## config.mk

```make
export PLATFORM = sky130hd
export DESIGN_NAME = sensor_alarm_csi_lane_config
export DESIGN_NICKNAME = d
export VERILOG_FILES = /design/src/logic/alarm_pkg.sv /design/src/logic/sensor_alarm_csi_lane_config.sv
export VERILOG_INCLUDE_DIRS = /design/src /design/src/logic
export SDC_FILE = /design/constraint.sdc
export NUM_CORES = 1
export LEC_CHECK = 0
export ABC_CLOCK_PERIOD_IN_PS = 2330
export BUFFER_PORTS_ARGS = -buffer_cell sky130_fd_sc_hd__buf_2
export CAP_MARGIN = 25
export CORE_UTILIZATION = 30
export CTS_CLUSTER_SIZE = 28
export DETAILED_ROUTE_END_ITERATION = 8
export GPL_TIMING_DRIVEN = 1
export HOLD_SLACK_MARGIN = 0.05
export PLACE_DENSITY = 0.61
export SLEW_MARGIN = 0
export SYNTH_ARGS = -nofsm -noshare
export SYNTH_HDL_FRONTEND = slang
export SYNTH_SLANG_ARGS = --single-unit
```

## constraint.sdc

```tcl
create_clock -name mclk -period 2.33 [get_ports mclk]
set_input_delay 0.233 -clock mclk [delete_from_list [all_inputs] [get_ports mclk]]
set_output_delay 0.233 -clock mclk [all_outputs]
set_load 0.05 [all_outputs]
```

## src/logic/alarm_consts.svh

```systemverilog
// Register indices, field positions and reset values of the alarm slice.
`ifndef ALARM_CONSTS_SVH
`define ALARM_CONSTS_SVH

// ------------------------------------------------------------------
// Register indices (byte address is four times the index)
// ------------------------------------------------------------------
`define IDX_SENSOR_CTRL   8'h17
`define IDX_VOLT1_LIMITS  8'h1a
`define IDX_TEMP_LIMITS   8'h1b
`define IDX_CAM_ALARM_EN  8'h1c
`define IDX_SENS_ALARM_EN 8'h1d
`define IDX_BC_ALARM_EN   8'h1e
`define IDX_LANE_POL      8'h20
`define IDX_LP_POL        8'h21
`define IDX_HS_DEBUG      8'h22
`define IDX_LP_DEBUG      8'h23
`define IDX_TERM_DEBUG    8'h24
`define IDX_STATUS        8'h40
`define IDX_MASK          8'h41
`define IDX_VOLT1_MAX     8'h42
`define IDX_VOLT1_MIN     8'h43
`define IDX_RAW_FLAGS     8'h44

// ------------------------------------------------------------------
// Field positions and writable masks
// ------------------------------------------------------------------
`define LIMIT_HI_MSB      6
`define LIMIT_HI_LSB      4
`define LIMIT_LO_MSB      2
`define LIMIT_LO_LSB      0
`define LIMITS_MASK       8'h77
`define CAM_EN_MASK       8'h3f
`define SENS_EN_MASK      8'h3f
`define BC_EN_MASK        8'h03
`define LANE_POL_MASK     8'h1f
`define LP_POL_MASK       8'h1f
`define DEBUG_RX_MASK     8'h7f
`define TERM_MASK         8'h0f
`define SCTRL_MASK        8'h0f
`define SENS_ON_CODE      2'b11
`define SEL_GPIO0_BIT     0
`define SEL_GPIO1_BIT     1

// ------------------------------------------------------------------
// Reset values
// ------------------------------------------------------------------
`define RST_LIMITS        8'h62
`define RST_CAM_EN        8'h3f
`define RST_SENS_EN       8'h00
`define RST_BC_EN         8'h00
`define RST_ZERO8         8'h00
`define RST_SCTRL         8'h0c
`define RST_STATUS        14'h0000

`endif

```

## src/logic/alarm_pkg.sv

```systemverilog
// Types shared by the alarm and lane configuration slice.
package alarm_pkg;

    typedef struct packed {
        logic [5:0] cam;     // Missing frame, sync, ctrl, ecc, chksum, len.
        logic [5:0] sens;    // T hi, T lo, V1 hi, V1 lo, V0 hi, V0 lo.
        logic [1:0] bc;      // Crc error, link detect.
    } alarm_vec_t;

    typedef struct packed {
        logic [4:0] lane_swap;
        logic       lp_clock_invert;
        logic [3:0] lp_data_invert;
        logic [6:0] hs_rx_debug;
        logic [6:0] lp_rx_debug;
        logic [3:0] termination_en;
    } lane_cfg_t;

    typedef struct packed {
        logic        pend;
        logic        wr;
        logic        hit;
        logic [7:0]  idx;
        logic [31:0] rdata;
        logic [7:0]  volt1_limits;
        logic [7:0]  temp_limits;
        logic [7:0]  cam_en;
        logic [7:0]  sens_en;
        logic [7:0]  bc_en;
        logic [7:0]  lane_pol;
        logic [7:0]  lp_pol;
        logic [7:0]  hs_dbg;
        logic [7:0]  lp_dbg;
        logic [7:0]  term;
        logic [7:0]  sctrl;
        logic [2:0]  vmax;
        logic [2:0]  vmin;
        logic [5:0]  raw;
        logic [13:0] status;
        logic [13:0] mask;
    } state_t;

endpackage : alarm_pkg

```

## src/logic/sensor_alarm_csi_lane_config.sv

```systemverilog
// Alarm qualification, sensor limits and lane configuration registers.
//
// The AHB-Lite slave port answers with zero wait states and never signals an error.
`timescale 1ns/1ps
`include "alarm_consts.svh"

module sensor_alarm_csi_lane_config #(
    parameter int ADDR_W = 12
) (
    // Clock and reset
    input  wire logic                  mclk,
    input  wire logic                  rstn,
    // AHB-Lite slave
    input  wire logic                  hsel,
    input  wire logic [ADDR_W-1:0]     haddr,
    input  wire logic [1:0]            htrans,
    input  wire logic                  hwrite,
    input  wire logic [2:0]            hsize,
    input  wire logic [31:0]           hwdata,
    input  wire logic                  hready,
    output logic                       hreadyout,
    output logic                       hresp,
    output logic [31:0]                hrdata,
    // Sensor measurements
    input  wire logic                  volt1_valid,
    input  wire logic [2:0]            volt1_level,
    input  wire logic                  temp_valid,
    input  wire logic [2:0]            temp_level,
    input  wire logic                  volt0_high,
    input  wire logic                  volt0_low,
    // Receive and back-channel events
    input  wire logic [5:0]            cam_err,
    input  wire logic [1:0]            bc_evt,
    // Alarms and configuration
    output alarm_pkg::alarm_vec_t      alarm_active,
    output alarm_pkg::lane_cfg_t       lane_cfg,
    output logic                       irq
);

    // --------------------------------------------------------------
    // State
    // --------------------------------------------------------------
    alarm_pkg::state_t s_q;
    alarm_pkg::state_t s_d;

    logic              take;
    logic              sens_on;
    logic              v1_sel;
    logic              v0_sel;
    logic [13:0]       cond;
    logic [13:0]       qual;
    logic [13:0]       clr;
    logic [7:0]        wb;
    logic [5:0]        sens_evt;

    // Index decode; addresses outside the map give a miss.
    function automatic logic [7:0] idx_of(input logic [ADDR_W-1:0] a);
        idx_of = a[9:2];
    endfunction : idx_of

    function automatic logic mapped(input logic [7:0] i);
        mapped = (i == `IDX_SENSOR_CTRL) || (i == `IDX_VOLT1_LIMITS) ||
                 (i == `IDX_TEMP_LIMITS) || (i == `IDX_CAM_ALARM_EN) ||
                 (i == `IDX_SENS_ALARM_EN) || (i == `IDX_BC_ALARM_EN) ||
                 (i == `IDX_LANE_POL) || (i == `IDX_LP_POL) ||
                 (i == `IDX_HS_DEBUG) || (i == `IDX_LP_DEBUG) ||
                 (i == `IDX_TERM_DEBUG) || (i == `IDX_STATUS) ||
                 (i == `IDX_MASK) || (i == `IDX_VOLT1_MAX) ||
                 (i == `IDX_VOLT1_MIN) || (i == `IDX_RAW_FLAGS);
    endfunction : mapped

    function automatic logic [31:0] read_reg(input logic [7:0] i,
                                             input alarm_pkg::state_t s);
        read_reg = 32'h0000_0000;
        if (i == `IDX_SENSOR_CTRL) begin
            read_reg[7:0] = s.sctrl;
        end else if (i == `IDX_VOLT1_LIMITS) begin
            read_reg[7:0] = s.volt1_limits;
        end else if (i == `IDX_TEMP_LIMITS) begin
            read_reg[7:0] = s.temp_limits;
        end else if (i == `IDX_CAM_ALARM_EN) begin
            read_reg[7:0] = s.cam_en;
        end else if (i == `IDX_SENS_ALARM_EN) begin
            read_reg[7:0] = s.sens_en;
        end else if (i == `IDX_BC_ALARM_EN) begin
            read_reg[7:0] = s.bc_en;
        end else if (i == `IDX_LANE_POL) begin
            read_reg[7:0] = s.lane_pol;
        end else if (i == `IDX_LP_POL) begin
            read_reg[7:0] = s.lp_pol;
        end else if (i == `IDX_HS_DEBUG) begin
            read_reg[7:0] = s.hs_dbg;
        end else if (i == `IDX_LP_DEBUG) begin
            read_reg[7:0] = s.lp_dbg;
        end else if (i == `IDX_TERM_DEBUG) begin
            read_reg[7:0] = s.term;
        end else if (i == `IDX_STATUS) begin
            read_reg[13:0] = s.status;
        end else if (i == `IDX_MASK) begin
            read_reg[13:0] = s.mask;
        end else if (i == `IDX_VOLT1_MAX) begin
            read_reg[2:0] = s.vmax;
        end else if (i == `IDX_VOLT1_MIN) begin
            read_reg[2:0] = s.vmin;
        end else if (i == `IDX_RAW_FLAGS) begin
            read_reg[5:0] = s.raw;
        end
    endfunction : read_reg

    // --------------------------------------------------------------
    // Next state
    // --------------------------------------------------------------
    always_comb begin
        s_d     = s_q;
        take    = hsel && hready && htrans[1];
        wb      = hwdata[7:0];
        sens_on = (s_q.sctrl[3:2] == `SENS_ON_CODE);
        // A cleared sensor enable field silences the voltage inputs too.
        v1_sel  = s_q.sctrl[`SEL_GPIO1_BIT] && sens_on;
        v0_sel  = s_q.sctrl[`SEL_GPIO0_BIT] && sens_on;
        clr     = 14'h0000;
        sens_evt = 6'h00;

        // Limit comparisons run regardless of the alarm enables.
        if (volt1_valid && v1_sel) begin
            s_d.raw[3] = volt1_level >
                s_q.volt1_limits[`LIMIT_HI_MSB:`LIMIT_HI_LSB];
            s_d.raw[2] = volt1_level <
                s_q.volt1_limits[`LIMIT_LO_MSB:`LIMIT_LO_LSB];
            sens_evt[3:2] = s_d.raw[3:2];
            if (volt1_level > s_q.vmax) begin
                s_d.vmax = volt1_level;
            end
            if (volt1_level < s_q.vmin) begin
                s_d.vmin = volt1_level;
            end
        end
        if (temp_valid && sens_on) begin
            s_d.raw[5] = temp_level >
                s_q.temp_limits[`LIMIT_HI_MSB:`LIMIT_HI_LSB];
            s_d.raw[4] = temp_level <
                s_q.temp_limits[`LIMIT_LO_MSB:`LIMIT_LO_LSB];
            sens_evt[5:4] = s_d.raw[5:4];
        end
        s_d.raw[1] = volt0_high && v0_sel;
        s_d.raw[0] = volt0_low && v0_sel;
        sens_evt[1:0] = s_d.raw[1:0];

        // Sensor alarms latch from the sample itself, not from the held raw
        // flags, so that a one written to status really clears a stale bit.
        cond = {cam_err, sens_evt, bc_evt};
        qual = cond & {s_q.cam_en[5:0], s_q.sens_en[5:0],
                       s_q.bc_en[1:0]};

        // Bus data phase: writes land here, reads were fetched earlier.
        if (s_q.pend && s_q.wr && s_q.hit) begin
            if (s_q.idx == `IDX_SENSOR_CTRL) begin
                s_d.sctrl = wb & `SCTRL_MASK;
            end else if (s_q.idx == `IDX_VOLT1_LIMITS) begin
                s_d.volt1_limits = wb & `LIMITS_MASK;
            end else if (s_q.idx == `IDX_TEMP_LIMITS) begin
                s_d.temp_limits = wb & `LIMITS_MASK;
            end else if (s_q.idx == `IDX_CAM_ALARM_EN) begin
                s_d.cam_en = wb & `CAM_EN_MASK;
            end else if (s_q.idx == `IDX_SENS_ALARM_EN) begin
                s_d.sens_en = wb & `SENS_EN_MASK;
            end else if (s_q.idx == `IDX_BC_ALARM_EN) begin
                s_d.bc_en = wb & `BC_EN_MASK;
            end else if (s_q.idx == `IDX_LANE_POL) begin
                s_d.lane_pol = wb & `LANE_POL_MASK;
            end else if (s_q.idx == `IDX_LP_POL) begin
                s_d.lp_pol = wb & `LP_POL_MASK;
            end else if (s_q.idx == `IDX_HS_DEBUG) begin
                s_d.hs_dbg = wb & `DEBUG_RX_MASK;
            end else if (s_q.idx == `IDX_LP_DEBUG) begin
                s_d.lp_dbg = wb & `DEBUG_RX_MASK;
            end else if (s_q.idx == `IDX_TERM_DEBUG) begin
                s_d.term = wb & `TERM_MASK;
            end else if (s_q.idx == `IDX_STATUS) begin
                clr = hwdata[13:0];
            end else if (s_q.idx == `IDX_MASK) begin
                s_d.mask = hwdata[13:0];
            end
        end

        // A new alarm in the clearing cycle stays set.
        s_d.status = (s_q.status & ~clr) | qual;

        s_d.pend = take;
        if (take) begin
            s_d.wr    = hwrite;
            s_d.idx   = idx_of(haddr);
            s_d.hit   = mapped(idx_of(haddr)) &&
                        (haddr[ADDR_W-1:10] == '0);
            s_d.rdata = hwrite ? 32'h0000_0000 :
                        (s_d.hit ? read_reg(idx_of(haddr), s_q)
                                 : 32'h0000_0000);
        end
    end

    always_ff @(posedge mclk) begin
        if (!rstn) begin
            s_q              <= '0;
            s_q.volt1_limits <= `RST_LIMITS;
            s_q.temp_limits  <= `RST_LIMITS;
            s_q.cam_en       <= `RST_CAM_EN;
            s_q.sens_en      <= `RST_SENS_EN;
            s_q.bc_en        <= `RST_BC_EN;
            s_q.lane_pol     <= `RST_ZERO8;
            s_q.lp_pol       <= `RST_ZERO8;
            s_q.hs_dbg       <= `RST_ZERO8;
            s_q.lp_dbg       <= `RST_ZERO8;
            s_q.term         <= `RST_ZERO8;
            s_q.sctrl        <= `RST_SCTRL;
            s_q.vmin         <= 3'h7;
            s_q.status       <= `RST_STATUS;
        end else begin
            s_q <= s_d;
        end
    end

    // --------------------------------------------------------------
    // Outputs
    // --------------------------------------------------------------
    assign hreadyout = 1'b1;
    assign hresp     = 1'b0;
    assign hrdata    = s_q.rdata;
    assign irq       = |(s_q.status & s_q.mask);

    assign alarm_active = {s_q.status[13:8] & s_q.cam_en[5:0],
                           s_q.status[7:2] & s_q.sens_en[5:0],
                           s_q.status[1:0] & s_q.bc_en[1:0]};

    assign lane_cfg.lane_swap       = s_q.lane_pol[4:0];
    assign lane_cfg.lp_clock_invert = s_q.lp_pol[4];
    assign lane_cfg.lp_data_invert  = s_q.lp_pol[3:0];
    assign lane_cfg.hs_rx_debug     = s_q.hs_dbg[6:0];
    assign lane_cfg.lp_rx_debug     = s_q.lp_dbg[6:0];
    assign lane_cfg.termination_en  = s_q.term[3:0];
endmodule : sensor_alarm_csi_lane_config

```

Word-level counts from Yosys, hierarchy flattened
Index checks and enable logic that the tools add are counted.
Widths: inputs -> output; s select.
Word-level totals
  flip-flop bits (word level): 141
  output and inout port bits: 77
Cells by class
  reductions and logical operators: 42
  bitwise logic cells: 20
  muxes and demuxes: 47
  $lt $le $gt $ge: 6
  eq/ne operators: 30
Operator list (number)
  $mux 14: 16
  $eq 8x5->1 const B: 12
  $mux 8: 12
  $eq 8x6->1 const B: 10
  $mux 6: 13
  $eq 8x7->1 const B: 7
  $and 14x14->14: 3
  $logic_or 1x1->1: 15
  $not 14->14: 1
  $or 14x14->14: 1
  $reduce_and 14->1: 1
  $reduce_or 14->1: 1
  $and 6x6->6: 2
  $mux 3: 4
  $not 1->1: 12
  $reduce_and 12->1: 1
  $logic_and 1x1->1: 11
  $reduce_and 11->1: 1
  $reduce_and 10->1: 1
  $gt 3x3->1: 3
  $lt 3x3->1: 3
  $reduce_and 9->1: 1
  $reduce_and 8->1: 1
  $reduce_and 7->1: 1
  9 further kinds: 12

Depth between registers and ports, before layout
Gate-level depths: netlist of run 1.
  depth in word-level cells: 19
  gate-level depth with buffers: 9

Least setup slack after synthesis of run 1
Ideal clock, no wire load.
  kind: input port to flip-flop
  from: input haddr[5]
  to: register s_q (netlist bit hrdata[3])
  stages: 7
  path slack: 0.250 ns
  required time: 2.256 ns
  arrival: 2.006 ns
  path through: buf_6 -> or4b_4 -> a211oi_2 -> a2bb2oi_2 -> a221oi_2 -> or4b_1 -> a31oi_1
On the way
  cells in the longest elaborated chain, start to end: 19
  elaborated cells between the ends (all ways): 50
  those cells by class: eq/ne: 16; mux: 18; reduce/logical: 16
Ends and longest elaborated chain
  start, declared: RTL line sensor_alarm_csi_lane_config.sv:15  | input wire logic [ADDR_W-1:0] haddr,
  $eq 8x7->1 (no line) / $eq 8x5->1 (equally long branches)
  $mux 6 / $logic_or 1x1->1 (equally long branches): RTL line sensor_alarm_csi_lane_config.sv:105, sensor_alarm_csi_lane_config.sv:62
  $mux 3 / $logic_or 1x1->1 (equally long branches): RTL line sensor_alarm_csi_lane_config.sv:103, sensor_alarm_csi_lane_config.sv:62
  $mux 3 / $logic_or 1x1->1 (equally long branches): RTL line sensor_alarm_csi_lane_config.sv:101, sensor_alarm_csi_lane_config.sv:62
  $mux 6 / $logic_or 1x1->1 (equally long branches): RTL line sensor_alarm_csi_lane_config.sv:99, sensor_alarm_csi_lane_config.sv:62
  $mux 14 / $logic_or 1x1->1 (equally long branches): RTL line sensor_alarm_csi_lane_config.sv:97, sensor_alarm_csi_lane_config.sv:62
  $mux 8 / $logic_or 1x1->1 (equally long branches): RTL line sensor_alarm_csi_lane_config.sv:95, sensor_alarm_csi_lane_config.sv:62
  $mux 8 / $logic_or 1x1->1 (equally long branches): RTL line sensor_alarm_csi_lane_config.sv:93, sensor_alarm_csi_lane_config.sv:62
  (+3 left out)
  $mux 8 / $logic_or 1x1->1 (equally long branches): RTL line sensor_alarm_csi_lane_config.sv:85, sensor_alarm_csi_lane_config.sv:62
  $mux 8 / $logic_or 1x1->1 (equally long branches): RTL line sensor_alarm_csi_lane_config.sv:83, sensor_alarm_csi_lane_config.sv:62
  $mux 8 / $logic_or 1x1->1 (equally long branches): RTL line sensor_alarm_csi_lane_config.sv:81, sensor_alarm_csi_lane_config.sv:62
  $mux 8 / $logic_or 1x1->1 (equally long branches): RTL line sensor_alarm_csi_lane_config.sv:79, sensor_alarm_csi_lane_config.sv:62
  $mux 8 / $logic_or 1x1->1 (equally long branches): RTL line sensor_alarm_csi_lane_config.sv:77, sensor_alarm_csi_lane_config.sv:62
  $mux 8 / $logic_and 1x1->1 (equally long branches): RTL line sensor_alarm_csi_lane_config.sv:75, sensor_alarm_csi_lane_config.sv:193
  $mux 14 (*): RTL line sensor_alarm_csi_lane_config.sv:196  | (s_d.hit ? read_reg(idx_of(haddr), s_q)
  $mux 14 (*): RTL line sensor_alarm_csi_lane_config.sv:195  | s_d.rdata = hwrite ? 32'h0000_0000 :
  end, declared: RTL line sensor_alarm_csi_lane_config.sv:43  | alarm_pkg::state_t s_q;
Every way passes the cells marked *; elsewhere a longest branch is shown, timed or not.
A chain may end at the register's enable or synchronous reset.

Worst setup path after layout of run 1
  from: register s_q[167] (netlist name)
  to: register s_q (netlist bit lane_cfg[15])
On the way
  cells in the longest elaborated chain, start to end: 3
  elaborated cells between the ends (all ways): 18
  those cells by class: eq/ne: 9; bitwise: 8; reduce/logical: 1
Ends and longest elaborated chain
  $eq 8x6->1 (no line) / $eq 8x5->1 (equally long branches)
  $not 1->1 (no line)
  $reduce_and 10->1 (no line) (*)
Marked as above.

==> results_dict.tcl, run 1 <==
set metrics [dict create \
    grt_max_degree 93 \
    p_per_area_nw_per_um2 652 \
    worst_pin_slew_ns 0.680 \
    gp_congestion 0.959 \
    insertion_delay_ns 0.42 \
    stdcell_count 1210 \
    area_growth_pct 18.1 \
    numCtsBuffers 17 \
    die_x_um 152 \
    cts_hold_buf 0 \
    ctsResizeCount 0 \
    post-dp-hpwl_um 17600 \
    fin_worst_skew_ns 0.0110 \
    ir_worst_vdd_uv 363 \
    die_area_um2 23100 \
    hold_end "s_q[8]" \
    n_antenna_cell 0 \
    seqPwrFrac_pct 41.2 \
    synth.distinct_cells 69 \
    routed_wl_um 23400 \
    grt_pass1_vias 6070 \
    initial_utilization_pct 30.8 \
    switching_power_mw 1.36 \
    p_sw_share_pct 26.3 \
    regToRegStartpoint "s_q[167]" \
    synth.ff_latch_count 123 \
    min_path_type "input pin to flop" \
    dp.cells 1178 \
    combPwrFrac_pct 9.1 \
    seq_area_frac_synth_pct 36.5 \
    clockBufferDepth 2 \
    async_reset_ff_share_pct 0 \
    syn_inst 839 \
    postCtsSetupRepairBufs 0 \
    num_rows 54 \
    grt.total_usage_pct 20.5 \
    max_freq_ghz 0.455 \
    antenna_found_initial 0 \
    fin_nets 1004 \
    cts_num_sinks 123 \
    crit_start "s_q[167]" \
    wl_per_cell_um 19.4 \
    synth_top_cell_by_area "dfxtp_1" \
    h-tree-depth 4 \
    cp-start-kind "flop" \
    io_buffers 104 \
    timing.hold.ws_ns 0.0615 \
    endpoint_kind "flop" \
    setup_viol_count_final 0 \
    crit_fanout 20 \
    p_int_mw 3.82 \
    cts_tree "done" \
    fillCellCount 2332 \
    yosys-top-cells-area "dfxtp_1 37%, mux2i_1 8.3%, buf_4 6.9%, nand2_1 6.6%, nor2_1 4.2%" \
    drc 0 \
    ys.flop_type "dfxtp_1" \
    tns_ns 0 \
    chipHeight_um 152 \
    crit_chain "or3_1 -> or4b_1 -> nor2_1 -> buf_12 -> nand2_1 -> nand2_1 -> a21oi_1" \
    finalCriticalPeriod_ns 2.20 \
    viasPerCell 5.26 \
    ant_nets 0 \
    worst_path_most_repeated_cell "nand2_1" \
    maxCapViolations 0 \
    r2r_end "lane_cfg[15]" \
    grt_setup_unrepaired "no" \
    drtPass1Iterations 5 \
    rrSetupSlack_ns 0.13 \
    grt.overflow.total 0 \
    synth_top_area_share_pct 36.5 \
    worstPathArrival_ns 2.48 \
    num_vias 6366 \
    maxSlewViolCount 0 \
    clkTransAtPathRegs_ns 0.06 \
    drive_gt1_share_pct 21.1 \
    slew_headroom_pct 54.4 \
    drt_iter0_drc 673 \
    avgSynthCellArea_um2 8.03 \
    clock-root-buffer "clkbuf_16" \
    required_ns 2.62 \
    hold_depth 3 \
    core_area_um2 21900 \
    max_stage_delay_ns 0.53 \
    ios 149 \
    p_clk_share_pct 49.8 \
    grt_pass1_wl_um 36100 \
    status "complete, no violations" \
    rr_worst_depth 7 \
    power.static_leakage_nw 3.39 \
    fin_crit_sh_pct 94.3 \
    synth_edf_count 0 \
    syn_area_um2 6740 \
    hold_viol 0 \
    worstHoldStart "hwdata[8]" \
    crit_type "flop to flop" \
    slowest_stage "or4b_1" \
    yosys_warnings 0 \
]
[worst max-delay path: cells and delay by family, from the launching register on]
kind                   cells  cell delay (ns)
AOI/OAI and AO/OA          1             0.06
buffers and inverters      1             0.19
DFF                        1             0.32
and+or+nand+nor            5             1.48
[cell type report]
type,count,area [µm²],share of cell area [%]
Multi-Input combinational cell,595,3580,45.0
Clock buffer,21,440,5.54
Clock inverter,11,120,1.51
Sequential cell,123,2460,30.9
Tap cell,280,350,4.40
Timing Repair Buffer,149,883,11.1
Inverter,31,116,1.46
[synthesized netlist by cell type, types with 4 or more instances]
master and number:
a21o_1 4, a21oi_1 56, a221oi_1 4, a22oi_1 17, a2bb2oi_1 4, a31oi_1 6, a32o_1 5, and2_1 16
buf_2 4, buf_4 62, clkbuf_1 38, dfxtp_1 123, ha_1 15, inv_1 31, mux2i_1 56, nand2_1 118
nand2b_1 9, nand3_1 53, nand3b_1 5, nand4_1 6, nor2_1 76, nor2b_1 7, nor3_1 7, o211ai_1 7
o21ai_0 23, o21ai_1 6, o221ai_1 5, o22ai_1 7, or3_1 5
[logic make-up (layout without fill, tap and decap cells)]
family / after synthesis / count (layout) / share of synthesized area [%]
compound gates: 175 / 175 / 17.3
flops: 123 / 123 / 36.5
other cells: 2 / 20 / 0.111
mux: 58 / 58 / 8.65
fa+ha+maj: 15 / 15 / 2.78
simple gates: 327 / 327 / 23.2
buf+inv: 139 / 212 / 11.4
[per-layer routing]
| layer | part of all wire (%) | GRT usage (%) |
|---|---|---|
| met1 | 47 | 28.7 |
| met2 | 43 | 30.2 |
| met3 | 7.0 | 5.11 |
| met4 | 2.6 | 7.10 |
| met5 | 0 | 0 |
[metrics by stage]
stage	worst slack, ns	cell area [µm²]	util [%]	total power [mW]
2_1_floorplan	0.250	6810	-	2.49
3_3_place_gp	0.0419	7400	33.8	2.64
3_5_place_dp	0.0502	7400	33.8	2.64
4_1_cts	0.153	7960	36.3	5.22
5_1_grt	0.0105	7960	36.3	5.35
6_report	0.132	7960	36.3	5.19
[power groups by stage]
stage               Combinational [mW]  Sequential [mW]  Clock (mW)
global route                     0.501             2.14        2.72
floorplan                        0.315             2.17           0
finish                           0.470             2.13        2.58
CTS                              0.466             2.13        2.62
global placement                 0.465             2.18           0
detailed placement               0.465             2.18           0
[cell usage in the layout (no fill, tap or decap), drive strengths merged, types with 20 or more instances in the layout]
| master | count |
|---|---|
| inv | 33 |
| nor2 | 77 |
| nand3 | 53 |
| nand2 | 118 |
| conb | 20 |
| a21oi | 56 |
| dfxtp | 123 |
| buf | 149 |
| o21ai | 29 |
| mux2i | 56 |
| clkbuf | 21 |
[worst max path at each step]
stage,to
final,lane_cfg[15]
after global routing,lane_cfg[11]
after CTS,lane_cfg[16]
after detailed placement,hrdata[3]
after global placement,hrdata[3]
after floorplan,hrdata[3]
[sequential cells by signal (all words and copies together) (netlist names)]
name,cells
hrdata,14
lane_cfg,28
s_q,81
(Power assumes the default switching activity.)
==> inputs of run 2 (changes only) <==
CTS_BUF_LIST = sky130_fd_sc_hd__clkbuf_8   (was unset)
CTS_CLUSTER_SIZE = 30   (was 28)
==> run 2 against run 1 <==
Effect of this change:
- first-iteration DRC count fell by 5.2%
- register-to-register slack is essentially flat
- fmax fell by 0.31%
- global-route usage grew 0.088 points
- clock power shrank 28%
- sequential power is essentially flat
==> results_dict.tcl, run 2 (synthesized netlist as in run 1, its figures left out) <==
set metrics [dict create \
    status "complete, no violations" \
    cts_num_sinks 123 \
    ios 149 \
    drc 0 \
    routed_wl_um 23600 \
    regMostFlops "s_q" \
    power.static_leakage_nw 3.38 \
    endpoint_kind "flop" \
    worstHoldStart "volt1_level[0]" \
    ant_nets 0 \
    grt_pass1_vias 6116 \
    post-dp-hpwl_um 17600 \
    min_path_type "input pin to flop" \
    p_per_area_nw_per_um2 564 \
    area_growth_pct 17.6 \
    worstPathArrival_ns 2.53 \
    fin_worst_skew_ns 0.0203 \
    io_buffers 104 \
    crit_type "flop to flop" \
    rrSetupSlack_ns 0.13 \
    ir_worst_vdd_uv 305 \
    dp_slack_ns 0.0502 \
    postCtsSetupRepairBufs 0 \
    tns_ns 0 \
    cts_tree "done" \
    final_cell_mix "123 x dfxtp_1, 118 x nand2_1, 104 x buf_2" \
    hold_end "s_q[37]" \
    fin_nets 1020 \
    core_area_um2 21900 \
    antenna_found_initial 0 \
    grt_pass1_wl_um 36300 \
    insertion_delay_ns 0.46 \
    clockBufferDepth 2 \
    cp-start-kind "flop" \
    rr_worst_depth 7 \
    gp_congestion 0.959 \
    drt_iter0_drc 638 \
    num_rows 54 \
    wl_met2_um 10300 \
    max_freq_ghz 0.454 \
    worst_pin_slew_ns 0.680 \
    fin_util_pct 36.2 \
    wl_per_cell_um 19.2 \
    numCtsBuffers 17 \
    n_antenna_cell 0 \
    finalCriticalPeriod_ns 2.20 \
    num_vias 6451 \
    drive_gt1_share_pct 20.7 \
    grt_setup_unrepaired "no" \
    grt.overflow.total 0 \
    timing.hold.ws_ns 0.0628 \
    final_common_cell "dfxtp_1" \
    setup_viol_count_final 0 \
    clock-root-buffer "clkbuf_8" \
    die_area_um2 23100 \
    fin_ws_ns 0.126 \
    grt.total_usage_pct 20.5 \
    h-tree-depth 4 \
    chipHeight_um 152 \
    maxCapViolations 0 \
    largest_reg_flops 81 \
    hold_viol 0 \
    crit_fanout 20 \
    wl_met1_um 10900 \
    fillCellCount 2343 \
    regToRegStartpoint "s_q[167]" \
    slew_headroom_pct 54.3 \
    grt_max_degree 93 \
    maxSlewViolCount 0 \
    die_x_um 152 \
    drtPass1Iterations 5 \
    viasPerCell 5.26 \
    hold_depth 3 \
    required_ns 2.66 \
    wl_met3_um 1810 \
    fin_crit_sh_pct 94.6 \
    r2r_end "lane_cfg[15]" \
    clkTransAtPathRegs_ns 0.08 \
    routed.top_layer "met4" \
    initial_utilization_pct 30.8 \
]
## run 2: cell count changes in the layout (fill, tap and decap cells not counted), sizes merged
cell         delta
dlygate4sd3    +16
clkbuf          -4
inv             +4
## run 2: worst max path at each step
stage | start | to | cells after the start
2_1_floorplan | haddr[5] | hrdata[3] | 7
3_3_place_gp | haddr[5] | hrdata[3] | 7
3_5_place_dp | haddr[5] | hrdata[3] | 7
4_1_cts | s_q[167] | lane_cfg[15] | 7
5_1_grt | s_q[167] | lane_cfg[11] | 7
6_report | s_q[167] | lane_cfg[15] | 7
## run 2: cell type report
class / instances / area [µm²] / share of cell area [%]
Timing Repair Buffer: 165 / 1040 / 13.2
Inverter: 31 / 116 / 1.47
Clock buffer: 17 / 234 / 2.95
Tap cell: 280 / 350 / 4.42
Multi-Input combinational cell: 595 / 3580 / 45.2
Clock inverter: 15 / 135 / 1.71
Sequential cell: 123 / 2460 / 31.1
## run 2: critical path, stage by stage (launching register included)
cell     delay, ns
dfxtp_1       0.33
or3_1         0.45
or4b_1        0.53
nor2_1        0.20
buf_12        0.18
nand2_1       0.18
nand2_1       0.12
a21oi_1       0.06
## run 2: what timing repair did
action	in CTS	in global routing
resized for setup	0	0
endpoints found under the hold margin	16	0
hold buffers	16	0
## run 2: stage by stage
stage,cells,area (µm²),power [mW]
after floorplan,857,6810,2.49
after global placement,1178,7400,2.64
after detailed placement,1178,7400,2.64
after CTS,1226,7930,4.50
after global routing,1226,7930,4.64
final,1226,7930,4.47
## run 2: report_power, final
group	internal [mW]	switching, mW	leakage [nW]
clock network	0.930	0.919	0.197
logic	0.150	0.342	2.19
registers	2.12	0.0162	0.994
## run 2: routing by layer
layer  up-vias  global-route usage [%]
met5         -                       0
met4         0                    6.52
met3        35                    5.25
met2       294                    30.6
met1      3047                    28.7
li1       3075                       -
==> inputs of run 3 (changes only) <==
ABC_CLOCK_PERIOD_IN_PS = 2800   (was 2330)
clock period = 2.8 ns   (was 2.33 ns; I/O delays follow)
==> run 3 against run 2 <==
Effect of this change:
- combinational power is 23% lower
- highest routed layer unchanged
- register-to-register slack better by 0.33 ns
- clock skew is 0.0045 ns lower
- largest power group unchanged
==> results_dict.tcl, run 3 (synthesized netlist as in run 1, its figures left out) <==
set metrics [dict create \
    status "complete, no violations" \
    ios 149 \
    hold_viol 0 \
    drc 0 \
    p_per_area_nw_per_um2 495 \
    endpoint_kind "flop" \
    tns_ns 0 \
    antenna_found_initial 0 \
    worstPathArrival_ns 2.64 \
    cts_tree "done" \
    fin_worst_skew_ns 0.0158 \
    fin_crit_sh_pct 83.6 \
    clkTransAtPathRegs_ns 0.08 \
    wl_per_cell_um 19.6 \
    post-dp-hpwl_um 17300 \
    cts_num_sinks 123 \
    power.static_leakage_nw 3.23 \
    num_rows 54 \
    cts_hold_buf 0 \
    num_vias 6351 \
    initial_utilization_pct 30.8 \
    grt_pass1_wl_um 35900 \
    maxSlewViolCount 0 \
    maxCapViolations 0 \
    setup_viol_count_final 0 \
    insertion_delay_ns 0.46 \
    grt.total_usage_pct 20.3 \
    routed_wl_um 23400 \
    crit_type "flop to flop" \
    viasPerCell 5.32 \
    final_common_cell "dfxtp_1" \
    die_x_um 152 \
    numCtsBuffers 17 \
    clock-root-buffer "clkbuf_8" \
    chipHeight_um 152 \
    clockBufferDepth 2 \
    largest_reg_flops 81 \
    die_area_um2 23100 \
    grt_max_degree 93 \
    grt.overflow.total 0 \
    power_mw 3.79 \
    place_area_um2 7240 \
    crit_fanout 20 \
    core_area_um2 21900 \
    grt_setup_unrepaired "no" \
    n_antenna_cell 0 \
    required_ns 3.10 \
    gp_congestion 0.921 \
    cp-start-kind "flop" \
    max_freq_ghz 0.427 \
    io_buffers 104 \
    postCtsSetupRepairBufs 0 \
    finalCriticalPeriod_ns 2.34 \
    slew_headroom_pct 30.5 \
    design_area_um2 7650 \
    final_cell_mix "123 x dfxtp_1, 118 x nand2_1, 104 x buf_2" \
    min_path_type "input pin to flop" \
    area_growth_pct 13.5 \
    ir_worst_vdd_uv 267 \
    ant_nets 0 \
    grt_pass1_vias 5955 \
    drt_iter0_drc 685 \
    fin_nets 987 \
    regMostFlops "s_q" \
    drive_gt1_share_pct 20.0 \
    worst_pin_slew_ns 1.04 \
    ctsResizeCount 0 \
    drtPass1Iterations 6 \
    h-tree-depth 4 \
]
==> run 3: changes by cell type in the layout (fill, tap and decap cells not counted) <==
cell / before / now
buf_12: 2 / 0
inv_1: 34 / 30
clkinv_4: 0 / 4
dlygate4sd3_1: 16 / 0
inv_6: 2 / 0
inv_8: 0 / 1
clkbuf_8: 17 / 19
clkinv_2: 4 / 3
buf_4: 43 / 28
==> run 3: layout make-up <==
type / count / area (µm²)
Clock buffer: 19 / 262
Fill cell: 2403 / 14200
Timing Repair Buffer: 132 / 731
Clock inverter: 13 / 144
Inverter: 31 / 116
Sequential cell: 123 / 2460
Tap cell: 280 / 350
Multi-Input combinational cell: 595 / 3580
==> run 3: power by group <==
part | internal, mW | total [mW] | switching, mW
Combinational | 0.100 | 0.380 | 0.280
Clock | 0.842 | 1.63 | 0.790
Sequential | 1.76 | 1.77 | 0.0133
==> run 3: path summary, 6_finish.rpt <==
check        startpoint           end  slack [ns]  cells past startpoint
max            s_q[167]  lane_cfg[13]        0.46                      7
min reg2reg   hrdata[7]     hrdata[7]        0.45                      2
max reg2reg    s_q[167]  lane_cfg[13]        0.46                      7
min          hwdata[11]       s_q[11]        0.08                      3
==> run 3: worst max-delay path, stage by stage, from the launching register on <==
cell and delay [ns]:
dfxtp_1 0.34, or3_1 0.46, or4b_1 0.54, nor2_1 0.14, buf_4 0.28, nand2_1 0.23, nand2_1 0.13, a21oi_1 0.07
==> run 3: per-stage QoR <==
step                      setup WS, ns  util [%]  hold slack (ns)  std cells
after floorplan                  0.673         -            0.404        857
after global placement           0.370      33.1            0.438       1161
after detailed placement         0.353      33.1            0.443       1161
after CTS                        0.484      34.9           0.0544       1193
after global routing             0.327      34.9           0.0633       1193
final                            0.460      34.9           0.0769       1193
==> run 3: routing by layer <==
metal / wire length [µm] / track usage, % / share of wire [%] / vias to the layer above
li1: - / - / - / 3000
met1: 10700 / 28.4 / 46 / 3061
met2: 10400 / 30.8 / 44 / 267
met3: 1890 / 4.91 / 8.1 / 23
met4: 401 / 5.86 / 1.7 / 0
met5: 0 / 0 / 0 / -
